==> src/hdl/lpm_pkg.sv <==
// package for the low-power mode and clock-fail controller
package lpm_pkg;

  // ----------------------------------------------------------------
  // widths and counts
  // ----------------------------------------------------------------
  localparam int EXT_LINE_COUNT = 16;
  localparam int PRESC_WIDTH = 4;
  localparam int CLK_RATE_MHZ = 200;
  localparam int BUS_MAX_MHZ = 48;
  // least divide so a bus clock never passes its maximum
  localparam int BUS_MIN_DIV = (CLK_RATE_MHZ + BUS_MAX_MHZ - 1) / BUS_MAX_MHZ;
  // external clock watchdog: missing-edge window
  localparam int EXT_MIN_MHZ = 4;
  localparam int FAIL_WINDOW_NS = 1000 / EXT_MIN_MHZ * 2;
  localparam int FAIL_WINDOW_CYC = FAIL_WINDOW_NS * CLK_RATE_MHZ / 1000;
  localparam int FAIL_CNT_WIDTH = 8;

  // ----------------------------------------------------------------
  // power states
  // ----------------------------------------------------------------
  typedef enum logic [1:0] {
    LPM_RUN = 2'b00,
    LPM_SLEEP = 2'b01,
    LPM_STOP = 2'b10,
    LPM_STANDBY = 2'b11
  } lpm_state_type;

  typedef enum logic [1:0] {
    LPM_SRC_RC = 2'b00,
    LPM_SRC_EXT = 2'b01,
    LPM_SRC_PLL = 2'b10
  } lpm_clk_src_type;

  // stop-mode wake sources
  typedef struct packed {
    logic [EXT_LINE_COUNT-1:0] ext_interrupt_lines;
    logic supply_voltage_detector;
    logic rtc;
    logic first_two_wire_port;
    logic first_serial_port;
    logic comparator_outputs;
    logic cec;
  } lpm_stop_wake_type;

  // standby exit sources
  typedef struct packed {
    logic external_reset_pin;
    logic independent_watchdog;
    logic wake_pin;
    logic rtc;
  } lpm_standby_wake_type;

  // oscillator and regulator enables
  typedef struct packed {
    logic internal_rc_osc;
    logic external_crystal_osc;
    logic pll;
    logic regulator_on;
    logic regulator_low_power;
    logic core_domain_powered;
  } lpm_power_ctrl_type;

endpackage : lpm_pkg

==> src/hdl/lpm_ctrl.sv <==
// low-power mode sequencer with clock supervision
`timescale 1ns/1ps

// What this block does
// - sleep halts only the core clock; peripherals keep running
// - any peripheral interrupt or event ends sleep at once
// - stop gates core clocks, disables pll and both fast oscillators
// - software picks normal or low-power regulator during stop
// - any external interrupt line source wakes from stop
// - cec, serial and two-wire ports may request the rc oscillator in stop
// - regulator returns to normal before the rc clock reaches a peripheral
// - standby turns off regulator, core domain, pll and both oscillators
// - standby loses core state; only rtc and standby logic survive
// - standby ends only on reset pin, watchdog, wake pin rise, rtc
// - rtc, watchdog and their clock sources run in stop and standby
// - after reset the core runs from the internal rc oscillator
// - failed external clock falls back to rc without software
// - clock-fail interrupt raised only when enabled
// - prescalers derive bus clocks, each limited to 48 MHz
module lpm_ctrl #(
  parameter int FAIL_WINDOW = lpm_pkg::FAIL_WINDOW_CYC
) (
  input wire logic sys_clk_i,
  input wire logic reset_i,
  input wire logic wfi_i,
  input wire logic deep_sleep_i,
  input wire logic standby_sel_i,
  input wire logic stop_low_power_reg_i,
  input wire logic periph_event_i,
  input wire lpm_pkg::lpm_stop_wake_type stop_wake_i,
  input wire lpm_pkg::lpm_standby_wake_type standby_wake_i,
  input wire logic [2:0] rc_request_i,
  input wire lpm_pkg::lpm_clk_src_type clk_src_sel_i,
  input wire logic ext_clk_edge_i,
  input wire logic fail_irq_en_i,
  input wire logic fail_clear_i,
  input wire logic [lpm_pkg::PRESC_WIDTH-1:0] ahb_div_i,
  input wire logic [lpm_pkg::PRESC_WIDTH-1:0] apb_div_i,
  output logic core_clk_en_o,
  output logic periph_clk_en_o,
  output logic [2:0] rc_grant_o,
  output lpm_pkg::lpm_power_ctrl_type power_o,
  output logic always_on_en_o,
  output logic retain_lost_o,
  output lpm_pkg::lpm_state_type state_o,
  output lpm_pkg::lpm_clk_src_type clk_src_o,
  output logic clk_fail_o,
  output logic clk_fail_irq_o,
  output logic ahb_tick_o,
  output logic apb_tick_o
);

  // ----------------------------------------------------------------
  // helpers
  // ----------------------------------------------------------------
  function automatic logic [lpm_pkg::PRESC_WIDTH-1:0] clamp_div(
    input logic [lpm_pkg::PRESC_WIDTH-1:0] div
  );
    localparam logic [lpm_pkg::PRESC_WIDTH-1:0] MIN_DIV =
      lpm_pkg::PRESC_WIDTH'(lpm_pkg::BUS_MIN_DIV - 1);
    clamp_div = (div < MIN_DIV) ? MIN_DIV : div;
  endfunction : clamp_div

  lpm_pkg::lpm_state_type state_q;
  lpm_pkg::lpm_state_type state_d;
  logic stop_wake;
  logic standby_wake;
  logic wake_pin_q;
  logic reg_low_q;
  logic [2:0] rc_grant_q;
  lpm_pkg::lpm_clk_src_type src_q;
  logic [lpm_pkg::FAIL_CNT_WIDTH-1:0] miss_cnt_q;
  logic fail_q;
  logic [lpm_pkg::PRESC_WIDTH-1:0] ahb_cnt_q;
  logic [lpm_pkg::PRESC_WIDTH-1:0] apb_cnt_q;

  assign stop_wake = |stop_wake_i;
  // wake pin counts only on its rising edge
  assign standby_wake = standby_wake_i.external_reset_pin |
    standby_wake_i.independent_watchdog | standby_wake_i.rtc |
    (standby_wake_i.wake_pin & ~wake_pin_q);

  // ----------------------------------------------------------------
  // power state machine
  // ----------------------------------------------------------------
  always_comb begin
    state_d = state_q;
    case (state_q)
      lpm_pkg::LPM_RUN: begin
        if (wfi_i) begin
          if (!deep_sleep_i) begin
            state_d = lpm_pkg::LPM_SLEEP;
          end else if (standby_sel_i) begin
            state_d = lpm_pkg::LPM_STANDBY;
          end else begin
            state_d = lpm_pkg::LPM_STOP;
          end
        end
      end
      lpm_pkg::LPM_SLEEP: begin
        if (periph_event_i || stop_wake) begin
          state_d = lpm_pkg::LPM_RUN;
        end
      end
      lpm_pkg::LPM_STOP: begin
        if (stop_wake) begin
          state_d = lpm_pkg::LPM_RUN;
        end
      end
      lpm_pkg::LPM_STANDBY: begin
        if (standby_wake) begin
          state_d = lpm_pkg::LPM_RUN;
        end
      end
      default: state_d = lpm_pkg::LPM_RUN;
    endcase
  end

  always_ff @(posedge sys_clk_i or posedge reset_i) begin
    if (reset_i) begin
      state_q <= lpm_pkg::LPM_RUN;
    end else begin
      state_q <= state_d;
    end
  end

  always_ff @(posedge sys_clk_i or posedge reset_i) begin
    if (reset_i) begin
      wake_pin_q <= 1'b0;
    end else begin
      wake_pin_q <= standby_wake_i.wake_pin;
    end
  end

  // regulator mode is latched at stop entry; an rc request mid-stop returns it to normal
  always_ff @(posedge sys_clk_i or posedge reset_i) begin
    if (reset_i) begin
      reg_low_q <= 1'b0;
    end else if (state_q == lpm_pkg::LPM_STOP) begin
      if (|rc_request_i) begin
        reg_low_q <= 1'b0;
      end
    end else if (state_d == lpm_pkg::LPM_STOP) begin
      reg_low_q <= stop_low_power_reg_i;
    end else begin
      reg_low_q <= 1'b0;
    end
  end

  // grant waits one cycle behind regulator back to normal
  always_ff @(posedge sys_clk_i or posedge reset_i) begin
    if (reset_i) begin
      rc_grant_q <= 3'h0;
    end else if (state_q == lpm_pkg::LPM_STOP && !reg_low_q) begin
      rc_grant_q <= rc_request_i;
    end else begin
      rc_grant_q <= 3'h0;
    end
  end

  // ----------------------------------------------------------------
  // clock source and failure supervision
  // ----------------------------------------------------------------
  // crystal is off in stop and standby, so missing edges there are no fault;
  // a crystal slower to restart than the window trips right after wake
  logic ext_watch;
  assign ext_watch = (src_q == lpm_pkg::LPM_SRC_EXT) &&
    (state_q == lpm_pkg::LPM_RUN || state_q == lpm_pkg::LPM_SLEEP);

  // counter width bounds the window; keep FAIL_WINDOW below 256
  always_ff @(posedge sys_clk_i or posedge reset_i) begin
    if (reset_i) begin
      miss_cnt_q <= '0;
    end else if (!ext_watch || ext_clk_edge_i) begin
      miss_cnt_q <= '0;
    end else if (miss_cnt_q != FAIL_WINDOW[lpm_pkg::FAIL_CNT_WIDTH-1:0]) begin
      miss_cnt_q <= miss_cnt_q + 1'b1;
    end
  end

  logic fail_now;
  assign fail_now = ext_watch &&
    (miss_cnt_q == FAIL_WINDOW[lpm_pkg::FAIL_CNT_WIDTH-1:0]);

  always_ff @(posedge sys_clk_i or posedge reset_i) begin
    if (reset_i) begin
      src_q <= lpm_pkg::LPM_SRC_RC;
    end else if (fail_now) begin
      src_q <= lpm_pkg::LPM_SRC_RC;
    end else if (state_q == lpm_pkg::LPM_RUN && !fail_q) begin
      src_q <= clk_src_sel_i;
    end
  end

  // set wins over clear; fallback holds until software clears the flag
  always_ff @(posedge sys_clk_i or posedge reset_i) begin
    if (reset_i) begin
      fail_q <= 1'b0;
    end else if (fail_now) begin
      fail_q <= 1'b1;
    end else if (fail_clear_i) begin
      fail_q <= 1'b0;
    end
  end

  // ----------------------------------------------------------------
  // bus prescalers
  // ----------------------------------------------------------------
  always_ff @(posedge sys_clk_i or posedge reset_i) begin
    if (reset_i) begin
      ahb_cnt_q <= '0;
    end else if (ahb_cnt_q >= clamp_div(ahb_div_i)) begin
      ahb_cnt_q <= '0;
    end else begin
      ahb_cnt_q <= ahb_cnt_q + 1'b1;
    end
  end

  always_ff @(posedge sys_clk_i or posedge reset_i) begin
    if (reset_i) begin
      apb_cnt_q <= '0;
    end else if (apb_cnt_q >= clamp_div(apb_div_i)) begin
      apb_cnt_q <= '0;
    end else begin
      apb_cnt_q <= apb_cnt_q + 1'b1;
    end
  end

  // ----------------------------------------------------------------
  // outputs
  // ----------------------------------------------------------------
  logic run_like;
  assign run_like = (state_q == lpm_pkg::LPM_RUN);
  assign core_clk_en_o = run_like;
  assign periph_clk_en_o = run_like ||
    state_q == lpm_pkg::LPM_SLEEP;
  assign rc_grant_o = rc_grant_q;
  assign always_on_en_o = 1'b1;
  assign retain_lost_o = (state_q == lpm_pkg::LPM_STANDBY);
  assign state_o = state_q;
  assign clk_src_o = src_q;
  assign clk_fail_o = fail_q;
  assign clk_fail_irq_o = fail_q & fail_irq_en_i;
  assign ahb_tick_o = (ahb_cnt_q == '0);
  assign apb_tick_o = (apb_cnt_q == '0);

  always_comb begin
    power_o = '0;
    power_o.core_domain_powered = 1'b1;
    power_o.regulator_on = 1'b1;
    power_o.internal_rc_osc = 1'b1;
    power_o.external_crystal_osc = (src_q == lpm_pkg::LPM_SRC_EXT);
    power_o.pll = (src_q == lpm_pkg::LPM_SRC_PLL);
    case (state_q)
      lpm_pkg::LPM_STOP: begin
        power_o.internal_rc_osc = |rc_grant_q;
        power_o.external_crystal_osc = 1'b0;
        power_o.pll = 1'b0;
        power_o.regulator_low_power = reg_low_q;
      end
      lpm_pkg::LPM_STANDBY: begin
        power_o.core_domain_powered = 1'b0;
        power_o.regulator_on = 1'b0;
        power_o.internal_rc_osc = 1'b0;
        power_o.external_crystal_osc = 1'b0;
        power_o.pll = 1'b0;
      end
      default: begin
      end
    endcase
  end
endmodule : lpm_ctrl

==> config.mk <==
export PLATFORM = sky130hd
export DESIGN_NAME = lpm_ctrl
export DESIGN_NICKNAME = d
export VERILOG_FILES = /design/src/hdl/lpm_pkg.sv /design/src/hdl/lpm_ctrl.sv
export SDC_FILE = /design/constraint.sdc
export NUM_CORES = 1
export LEC_CHECK = 0
export ABC_AREA = 0
export BUFFER_PORTS_ARGS = -buffer_cell sky130_fd_sc_hd__buf_2
export CORE_MARGIN = 1
export CORE_UTILIZATION = 35
export DETAILED_ROUTE_END_ITERATION = 6
export PLACE_DENSITY = 0.59
export RECOVER_POWER = 100
export SETUP_SLACK_MARGIN = 0.02
export SLEW_MARGIN = 30
export SYNTH_ARGS = -nofsm -noshare
export SYNTH_HDL_FRONTEND = slang
export SYNTH_SLANG_ARGS = --single-unit
==> constraint.sdc <==
create_clock -name sys_clk_i -period 2.1 [get_ports sys_clk_i]
set_clock_uncertainty 0.2 [all_clocks]
set_input_delay 0.42 -clock sys_clk_i [delete_from_list [all_inputs] [get_ports sys_clk_i]]
set_output_delay 0.42 -clock sys_clk_i [all_outputs]
set_load 0.05 [all_outputs]
; Yosys cells after proc, flatten, opt, wreduce, memory -nomap -nowiden
; Index checks and enable logic that the tools add are counted.
[op_classes]
add_sub_neg = 3
n_lt_le_gt_ge = 4
n_eq_ne = 9
muxes = 24
bitwise_logic = 6
reduce_logical = 19
[op_table]
columns = operator, count
row1 = OR reduction 22 bit, 1
row2 = two-way mux 4 bit, 4
row3 = two-way mux 8 bit, 2
row4 = two-way mux 2 bit, 7
row5 = "adder 4 x 1 -> 4 bit, second input constant", 2
row6 = "adder 8 x 1 -> 8 bit, second input constant", 1
row7 = "equality test 2 bit, second input constant", 4
row8 = "equality test 8 x 7 -> 1 bit, second input constant", 1
row9 = >= comparator 4 bit, 2
row10 = zero test 4 bit, 2
row11 = "less-than comparator 4 x 3 -> 1 bit, second input constant", 2
row12 = two-way mux 1 bit, 8
row13 = "!= test 8 x 7 -> 1 bit, second input constant", 1
row14 = case mux 2 bit (4 select lines), 1
row15 = case mux 3 bit (2 select lines), 1
row16 = nonzero test 2 bit, 3
row17 = OR reduction 3 bit, 2
row18 = "equality test 2 x 1 -> 1 bit, second input constant", 2
row19 = logical AND 1 bit, 4
row20 = zero test 1 bit, 3
row21 = logical OR 1 bit, 3
row22 = two-way mux 3 bit, 1
row23 = bitwise OR 1 bit, 3
row24 = bitwise AND 1 bit, 2
row25 = other kinds (3), 3
[totals]
reg_bits = 26
input_bits = 49
output_inout_bits = 21
wordCells = 74

; Logic depth before layout (Yosys ltp)
; Gate-level depths: netlist of run 1.
[logic_depth]
depth_word = 8
ltp_mapped = 6
depth_no_buf = 6

; Worst setup path after synthesis of run 1
; No wires, ideal clock.
[synth_timing]
path_type = reg-to-reg
start = register state_q[1] (netlist: state_o[1])
end = register miss_cnt_q[2] (netlist bit)
setup_time_ns = 0.086
arrival_ns = 2.548
required_ns = 1.814
path_slack_ns = -0.734
stages_incl_launch_ff = 6
cell_sequence = dfrtp_1 > clkbuf_1 > nor3b_1 > nand2b_1 > clkbuf_1 > nor3_1
[synth_via]
elab_chain_len = 6
word_cells_on_any_way = 8
classes_between = 1 x eq/ne / 1 x mux / 6 x reduce/logical
[synth_lines]
columns = item, line
row1 = from (decl), lpm_ctrl.sv:64  ; lpm_pkg::lpm_state_type state_q;
row2 = from (signal assigned), lpm_ctrl.sv:121  ; state_q <= lpm_pkg::LPM_RUN;
row3 = from (signal assigned), lpm_ctrl.sv:123  ; state_q <= state_d;
row4 = equality test 2 x 1 -> 1 bit or zero test 2 bit (tied branches), lpm_ctrl.sv:168  ; (state_q == lpm_pkg::LPM_RUN || state_q == lpm_pkg::LPM_SLEEP);
row5 = logical OR 1 bit *, lpm_ctrl.sv:168
row6 = logical AND 1 bit *, lpm_ctrl.sv:167  ; assign ext_watch = (src_q == lpm_pkg::LPM_SRC_EXT) &&
row7 = zero test 1 bit *, lpm_ctrl.sv:174  ; end else if (!ext_watch || ext_clk_edge_i) begin
row8 = logical OR 1 bit *, lpm_ctrl.sv:174
row9 = two-way mux 8 bit or nonzero test 2 bit (tied branches), -
row10 = to (signal assigned), lpm_ctrl.sv:177  ; miss_cnt_q <= miss_cnt_q + 1'b1;
row11 = to (decl), lpm_ctrl.sv:72  ; logic [lpm_pkg::FAIL_CNT_WIDTH-1:0] miss_cnt_q;
; Every way passes the cells marked *; elsewhere a longest branch is shown, timed or not.
; A chain may end at the register's enable or synchronous reset.

==> results.sh, run 1 <==
export IMPL_via_per_inst=4.72
export IMPL_synthCells=162
export IMPL_die_area_um2=4520
export IMPL_synth_edf_count=0
export IMPL_period_share_pct=94.5
export IMPL_grt_pass1_vias=1248
export IMPL_fin_cells=285
export IMPL_powerDensity_nw_per_um2=871
export IMPL_wl_per_cell_um=11.0
export IMPL_dp_cells=280
export IMPL_ys_flop_type="dfrtp_1"
export IMPL_drt_pass1_iterations=3
export IMPL_post_cts_buffers=0
export IMPL_hold_viol=0
export IMPL_htreeDepth=1
export IMPL_track_usage_pct=15.5
export IMPL_drc=0
export IMPL_fp_dieW_um=67.3
export IMPL_root_buffer="clkbuf_8"
export IMPL_io_pins=70
export IMPL_clock_path_buffers=2
export IMPL_multi_input_comb_area_um2=786
export IMPL_outcome="finished, final reports clean"
export IMPL_fp_row_count=23
export IMPL_clk_pin_slew_ps=90
export IMPL_finish_net_count=299
export IMPL_cts_tree="yes"
export IMPL_ant_nets=0
export IMPL_syn_cell_area_um2=1490
export IMPL_setup_viol=0
export IMPL_maxCapViolCount=0
export IMPL_portBuffers=68
export IMPL_ir_worst_vdd_mv=0.303
export IMPL_vias=1345
export IMPL_synth_yosys_seq_area_share_pct=43.7
export IMPL_antenna_cells=0
export IMPL_ys_ff_latch=26
export IMPL_cp_slowest_stage_delay_ps=470
export IMPL_clock_latency_ps=270
export IMPL_die_h_um=67.3
export IMPL_synth_most_common_cell="dfrtp_1"
export IMPL_synth_xor_area_share_pct=4.11
export IMPL_path_cells="nand2b_1 -> nor2_2 -> buf_2"
export IMPL_dr_first_iter_drc_count=32
export IMPL_grt_max_degree=27
export IMPL_cp_max_fo=7
export IMPL_gp_congestion=0.709
export IMPL_synth_cell_types=31
export IMPL_finalCriticalPeriod_ps=1980
export IMPL_p_leak_nw=0.976
export IMPL_seqCellArea_um2=652
export IMPL_drv_slew=0
export IMPL_worstMarginPinSlew_ps=643
export IMPL_wl_mm=3.14
export IMPL_postLayoutCellArea_um2=1990
export IMPL_ys_top_cells_by_area="dfrtp_1 44%, ha_1 12%, nor2_1 5.5%"
export IMPL_critPathArrivalTime_ps=1360
export IMPL_synth_top_area_share_pct=43.7
export IMPL_critPathLaunch="state_o[0]$_DFF_PP0_"
export IMPL_clkSinkCount=26
export IMPL_synth_adder_area_share_pct=11.8
export IMPL_r2r_end="clk_src_o[0]$_DFFE_PP0P_"
export IMPL_grt_overflow=0
export IMPL_yosysWarnings=0
export IMPL_cp_start_kind="flop"
export IMPL_drive_gt1_share_pct=30.6
export IMPL_fill_cells=394
export IMPL_synth_fp_nets=225
export IMPL_synth_area_leader_cell="dfrtp_1"
export IMPL_worst_ep_required_time_ps=1480
export IMPL_worstSetupEndpointType="output pin"
export IMPL_antenna_found_initial=0
export IMPL_hp_class="input pin to flop"
export IMPL_fmax_mhz=504
export IMPL_async_reset_ff_share_pct=100
export IMPL_cts_buffers=3
export IMPL_timing_reg2reg_setup_slack_ps=310
export IMPL_placed_cell_area_um2=1930
export IMPL_hpwl_mm=2.48
export IMPL_worstSetupEndpoint="power_o[1]"
export IMPL_synthMuxAreaShare_pct=2.02
export IMPL_grt_pass1_wl_mm=5.18
export IMPL_synth_area_per_cell_um2=9.20
export IMPL_worstSetupPathType="flop to output pin"
export IMPL_r2r_cells=7
export IMPL_fin_hold_ws_ps=61.1
export IMPL_max_slew_margin_pct=57.1
export IMPL_rsz0062_at_grt="no"
export IMPL_syn2layout_area_growth_pct=33.2
export IMPL_synth_compound_area_share_pct=8.31
export IMPL_tns_ps=0
export IMPL_initial_core_util_pct=36.7
export IMPL_coreArea_um2=4060
export IMPL_synth_common_cells="26 x dfrtp_1, 22 x nor2_1, 15 x inv_1, 14 x ha_1, 8 x nand2_1"
export IMPL_yosys_area_share_simple_pct=24.6
export IMPL_r2r_start="miss_cnt_q[0]$_DFFE_PP0P_"
export IMPL_cpMaxStageDelayCell="dfrtp_1"
export IMPL_fin_util_pct=48.9
export IMPL_synth_top_family_by_area="simple AND/OR/NAND/NOR gates"
==> sequential cells by signal, indices dropped and copies added (netlist names) <==
name,count
clk_fail_o,1
miss_cnt_q,8
ahb_cnt_q,4
reg_low_q,1
clk_src_o,2
rc_grant_o,3
wake_pin_q,1
state_o,2
apb_cnt_q,4
==> repair_timing <==
action                                  4_1_cts  5_1_grt
hold buffers                                  1        0
hold endpoints to repair                     19        0
endpoints found under the setup margin        0        1
resized for setup                             0        1
==> worst min-delay path by stage <==
| stage | end | cells after the start | from |
|---|---|---|---|
| global placement | apb_cnt_q[0]$_DFF_PP0_ | 1 | apb_cnt_q[0]$_DFF_PP0_ |
| CTS | wake_pin_q$_DFF_PP0_ | 1 | standby_wake_i[1] |
| floorplan | wake_pin_q$_DFF_PP0_ | 0 | standby_wake_i[1] |
| finish | wake_pin_q$_DFF_PP0_ | 1 | standby_wake_i[1] |
| detailed placement | apb_cnt_q[0]$_DFF_PP0_ | 1 | apb_cnt_q[0]$_DFF_PP0_ |
| global route | wake_pin_q$_DFF_PP0_ | 1 | standby_wake_i[1] |
==> routing by layer <==
| metal | GRT usage (%) | share of wire (%) |
|---|---|---|
| met4 | 7.18 | 1.7 |
| met1 | 17.8 | 44 |
| met3 | 2.53 | 5.9 |
| met2 | 27.9 | 48 |
| met5 | 0 | 0 |
==> critical path: cells and delay by family, from the launching register on <==
family	cells	cell delay, ps
buffers and inverters	1	270
DFF	1	470
and+or+nand+nor	2	340
==> area by class of cell <==
type / count / area share, %
multi-input cells: 117 / 39.6
flip-flops and latches: 26 / 32.8
repair buffers: 73 / 17.8
well taps: 50 / 3.15
inverters: 15 / 3.02
clock buffers: 3 / 2.08
clock inverters: 1 / 1.51
==> placed cells by master (no fill, tap or decap), types with 2 or more instances in the layout <==
| cell | n |
|---|---|
| xnor2_1 | 4 |
| clkbuf_1 | 13 |
| and2_1 | 2 |
| and2_0 | 3 |
| nand2b_1 | 5 |
| nor4_1 | 4 |
| o21a_1 | 2 |
| mux2i_1 | 3 |
| nor3_1 | 6 |
| a21oi_1 | 7 |
| nor3b_2 | 4 |
| nor2_1 | 20 |
| ha_1 | 14 |
| o21ai_0 | 8 |
| or4_1 | 2 |
| nand2_1 | 8 |
| a31oi_1 | 2 |
| inv_1 | 14 |
| clkbuf_2 | 9 |
| nor2_2 | 2 |
| clkbuf_8 | 3 |
| buf_2 | 50 |
| or3_1 | 4 |
| dfrtp_1 | 25 |
| nand3_1 | 5 |
| xor2_1 | 3 |
==> stage by stage <==
step | setup WS [ps] | power (mW)
6_report | 116 | 1.73
3_3_place_gp | 210 | 1.34
3_5_place_dp | 179 | 1.35
5_1_grt | 24.1 | 1.87
4_1_cts | 95.2 | 1.78
2_1_floorplan | -148 | 1.16
==> report_power, final <==
group,internal (mW),switching (mW)
Sequential,0.584,0.0937
Clock,0.255,0.159
Combinational,0.248,0.388
==> cell families after synthesis <==
| logic type | Yosys count |
|---|---|
| and+or+nand+nor | 70 |
| DFF | 26 |
| AOI/OAI and AO/OA | 22 |
| buffers and inverters | 19 |
| adders and majority gates | 14 |
| xor gates and xnor gates | 7 |
| muxes | 3 |
| other | 1 |
Power figures use the tool's default switching activity.
==> run 2, diff against run 1 <==
--- a/config.mk
+++ b/config.mk
@@ -7,10 +7,11 @@
 export LEC_CHECK = 0
 export ABC_AREA = 0
 export BUFFER_PORTS_ARGS = -buffer_cell sky130_fd_sc_hd__buf_2
+export CAP_MARGIN = 40
 export CORE_MARGIN = 1
-export CORE_UTILIZATION = 35
+export CORE_UTILIZATION = 46
 export DETAILED_ROUTE_END_ITERATION = 6
-export PLACE_DENSITY = 0.59
+export PLACE_DENSITY = 0.75
 export RECOVER_POWER = 100
 export SETUP_SLACK_MARGIN = 0.02
 export SLEW_MARGIN = 30
==> run 2 against run 1 <==
Compared with the run above:
- total power decreased by 11%
- clock power decreased by 49%
- highest routed layer unchanged
- first-iteration DRC count decreased by 69%
- global-route usage increased by 3.1 points
- critical path type unchanged
- sequential share of layout area increased by 0.42 points
- critical endpoint unchanged
==> results.sh, run 2 (synthesis results as in run 1) <==
export IMPL_antenna_cells=0
export IMPL_antenna_found_initial=0
export IMPL_fill_cells=285
export IMPL_layout_commonest_cell="buf_2"
export IMPL_htreeDepth=1
export IMPL_finalCriticalPeriod_ps=2000
export IMPL_path_cells="nand2b_1 -> nor2_2 -> clkbuf_4"
export IMPL_grt_pass1_wl_mm=4.90
export IMPL_initial_core_util_pct=48.8
export IMPL_rsz0062_at_grt="yes"
export IMPL_worst_ep_required_time_ps=1480
export IMPL_wl_per_cell_um=10.4
export IMPL_cp_start_kind="flop"
export IMPL_p_leak_nw=0.974
export IMPL_outcome="finished, final reports clean"
export IMPL_io_pins=70
export IMPL_worstSetupEndpointType="output pin"
export IMPL_power_switching_uw=617
export IMPL_max_slew_margin_pct=59.3
export IMPL_powerDensity_nw_per_um2=785
export IMPL_track_usage_pct=18.6
export IMPL_cts_tree="yes"
export IMPL_drt_pass1_iterations=4
export IMPL_grt_pass1_vias=1205
export IMPL_wl_mm=2.91
export IMPL_ant_nets=0
export IMPL_die_area_um2=3470
export IMPL_cp_slowest_stage_delay_ps=490
export IMPL_drc=0
export IMPL_syn2layout_area_growth_pct=31.6
export IMPL_r2r_cells=7
export IMPL_largest_register="miss_cnt_q"
export IMPL_coreArea_um2=3050
export IMPL_final_cell_mix="48 x buf_2, 25 x dfrtp_1, 20 x nor2_1"
export IMPL_fin_util_pct=64.2
export IMPL_comb_power_share_pct=42.2
export IMPL_finish_net_count=300
export IMPL_min_path_cells=2
export IMPL_cpMaxStageDelayCell="dfrtp_1"
export IMPL_hpwl_mm=2.33
export IMPL_gp_congestion=0.743
export IMPL_cp_max_fo=7
export IMPL_clock_path_buffers=2
export IMPL_portBuffers=68
export IMPL_maxCapViolCount=0
export IMPL_seqCellArea_um2=652
export IMPL_die_h_um=58.9
export IMPL_period_share_pct=95.2
export IMPL_critPathArrivalTime_ps=1380
export IMPL_place_ws_ps=220
export IMPL_fp_dieW_um=58.9
export IMPL_root_buffer="clkbuf_4"
export IMPL_fin_total_pwr_mw=1.54
export IMPL_worstSetupPathType="flop to output pin"
export IMPL_worst_slack_ps=101
export IMPL_intPower_uw=921
export IMPL_clkSinkCount=26
export IMPL_worstMarginPinSlew_ps=611
export IMPL_largest_reg_flops=8
export IMPL_ir_worst_vdd_mv=0.304
export IMPL_hp_class="input pin to flop"
export IMPL_fp_row_count=20
export IMPL_fin_hold_ws_ps=128
export IMPL_grt_overflow=0
export IMPL_clk_pin_slew_ps=120
export IMPL_drive_gt1_share_pct=32.2
export IMPL_vias=1349
export IMPL_cts_buffers=3
export IMPL_multi_input_comb_area_um2=788
export IMPL_switching_share_pct=40.1
export IMPL_clock_latency_ps=310
export IMPL_grt_max_degree=27
export IMPL_reg_top3="miss_cnt_q: 8 flops, ahb_cnt_q: 4 flops, apb_cnt_q: 4 flops"
export IMPL_setup_viol=0
export IMPL_clock_power_share_pct=13.8
export IMPL_fmax_mhz=500
export IMPL_tns_ps=0
export IMPL_via_per_inst=4.82
export IMPL_dr_first_iter_drc_count=10
export IMPL_seqPwrFrac_pct=44.0
export IMPL_hold_viol=0
export IMPL_drv_slew=0
-- run 2: layout make-up --
| class | instances | share of cell area, % |
|---|---|---|
| clock buffers | 4 | 1.34 |
| inverters | 15 | 3.06 |
| well taps | 44 | 2.81 |
| repair buffers | 74 | 19.3 |
| multi-input cells | 117 | 40.2 |
| flip-flops and latches | 26 | 33.2 |
-- run 2: power by group through the flow --
stage / sequential [mW] / clock, mW / combinational [mW]
after floorplan: 0.705 / 0 / 0.451
after global placement: 0.688 / 0 / 0.644
after detailed placement: 0.689 / 0 / 0.660
after CTS: 0.678 / 0.221 / 0.667
after global routing: 0.693 / 0.248 / 0.740
final: 0.677 / 0.212 / 0.649
-- run 2: worst max-delay path: cells and delay by family, from the launching register on --
family	cells	cell delay (ps)
buffers and inverters	1	240
AND/OR/NAND/NOR	2	340
flip-flops	1	490
-- run 2: final timing paths --
| kind | start | to | slack [ps] |
|---|---|---|---|
| worst max-delay path | state_o[0]$_DFF_PP0_ | power_o[1] | 100 |
| worst min-delay path | rc_request_i[1] | rc_grant_o[1]$_DFF_PP0_ | 130 |
| worst max register to register | miss_cnt_q[0]$_DFFE_PP0P_ | clk_src_o[0]$_DFFE_PP0P_ | 310 |
| worst min register to register | ahb_cnt_q[0]$_DFF_PP0_ | ahb_cnt_q[0]$_DFF_PP0_ | 290 |
| max in group asynchronous | reset_i | state_o[1]$_DFF_PP0_ | 690 |
| min in group asynchronous | reset_i | miss_cnt_q[3]$_DFFE_PP0P_ | 590 |
-- run 2: timing repair --
item,in CTS,in global routing
endpoints found under the hold margin,26,1
setup endpoints to repair,0,4
hold buffers,1,1
buffers inserted,0,0
gates resized for setup,0,5
-- run 2: metrics by stage --
stage                     instances  cell area, µm²
after floorplan                 162            1520
after global placement          274            1930
after detailed placement        274            1930
after CTS                       279            1960
after global routing            280            1960
final                           280            1960
-- run 2: layer usage --
metal,track usage (%),wire length (µm)
met1,23.3,1290
met2,32.6,1430
met3,1.54,152
met4,8.16,42
met5,0,0
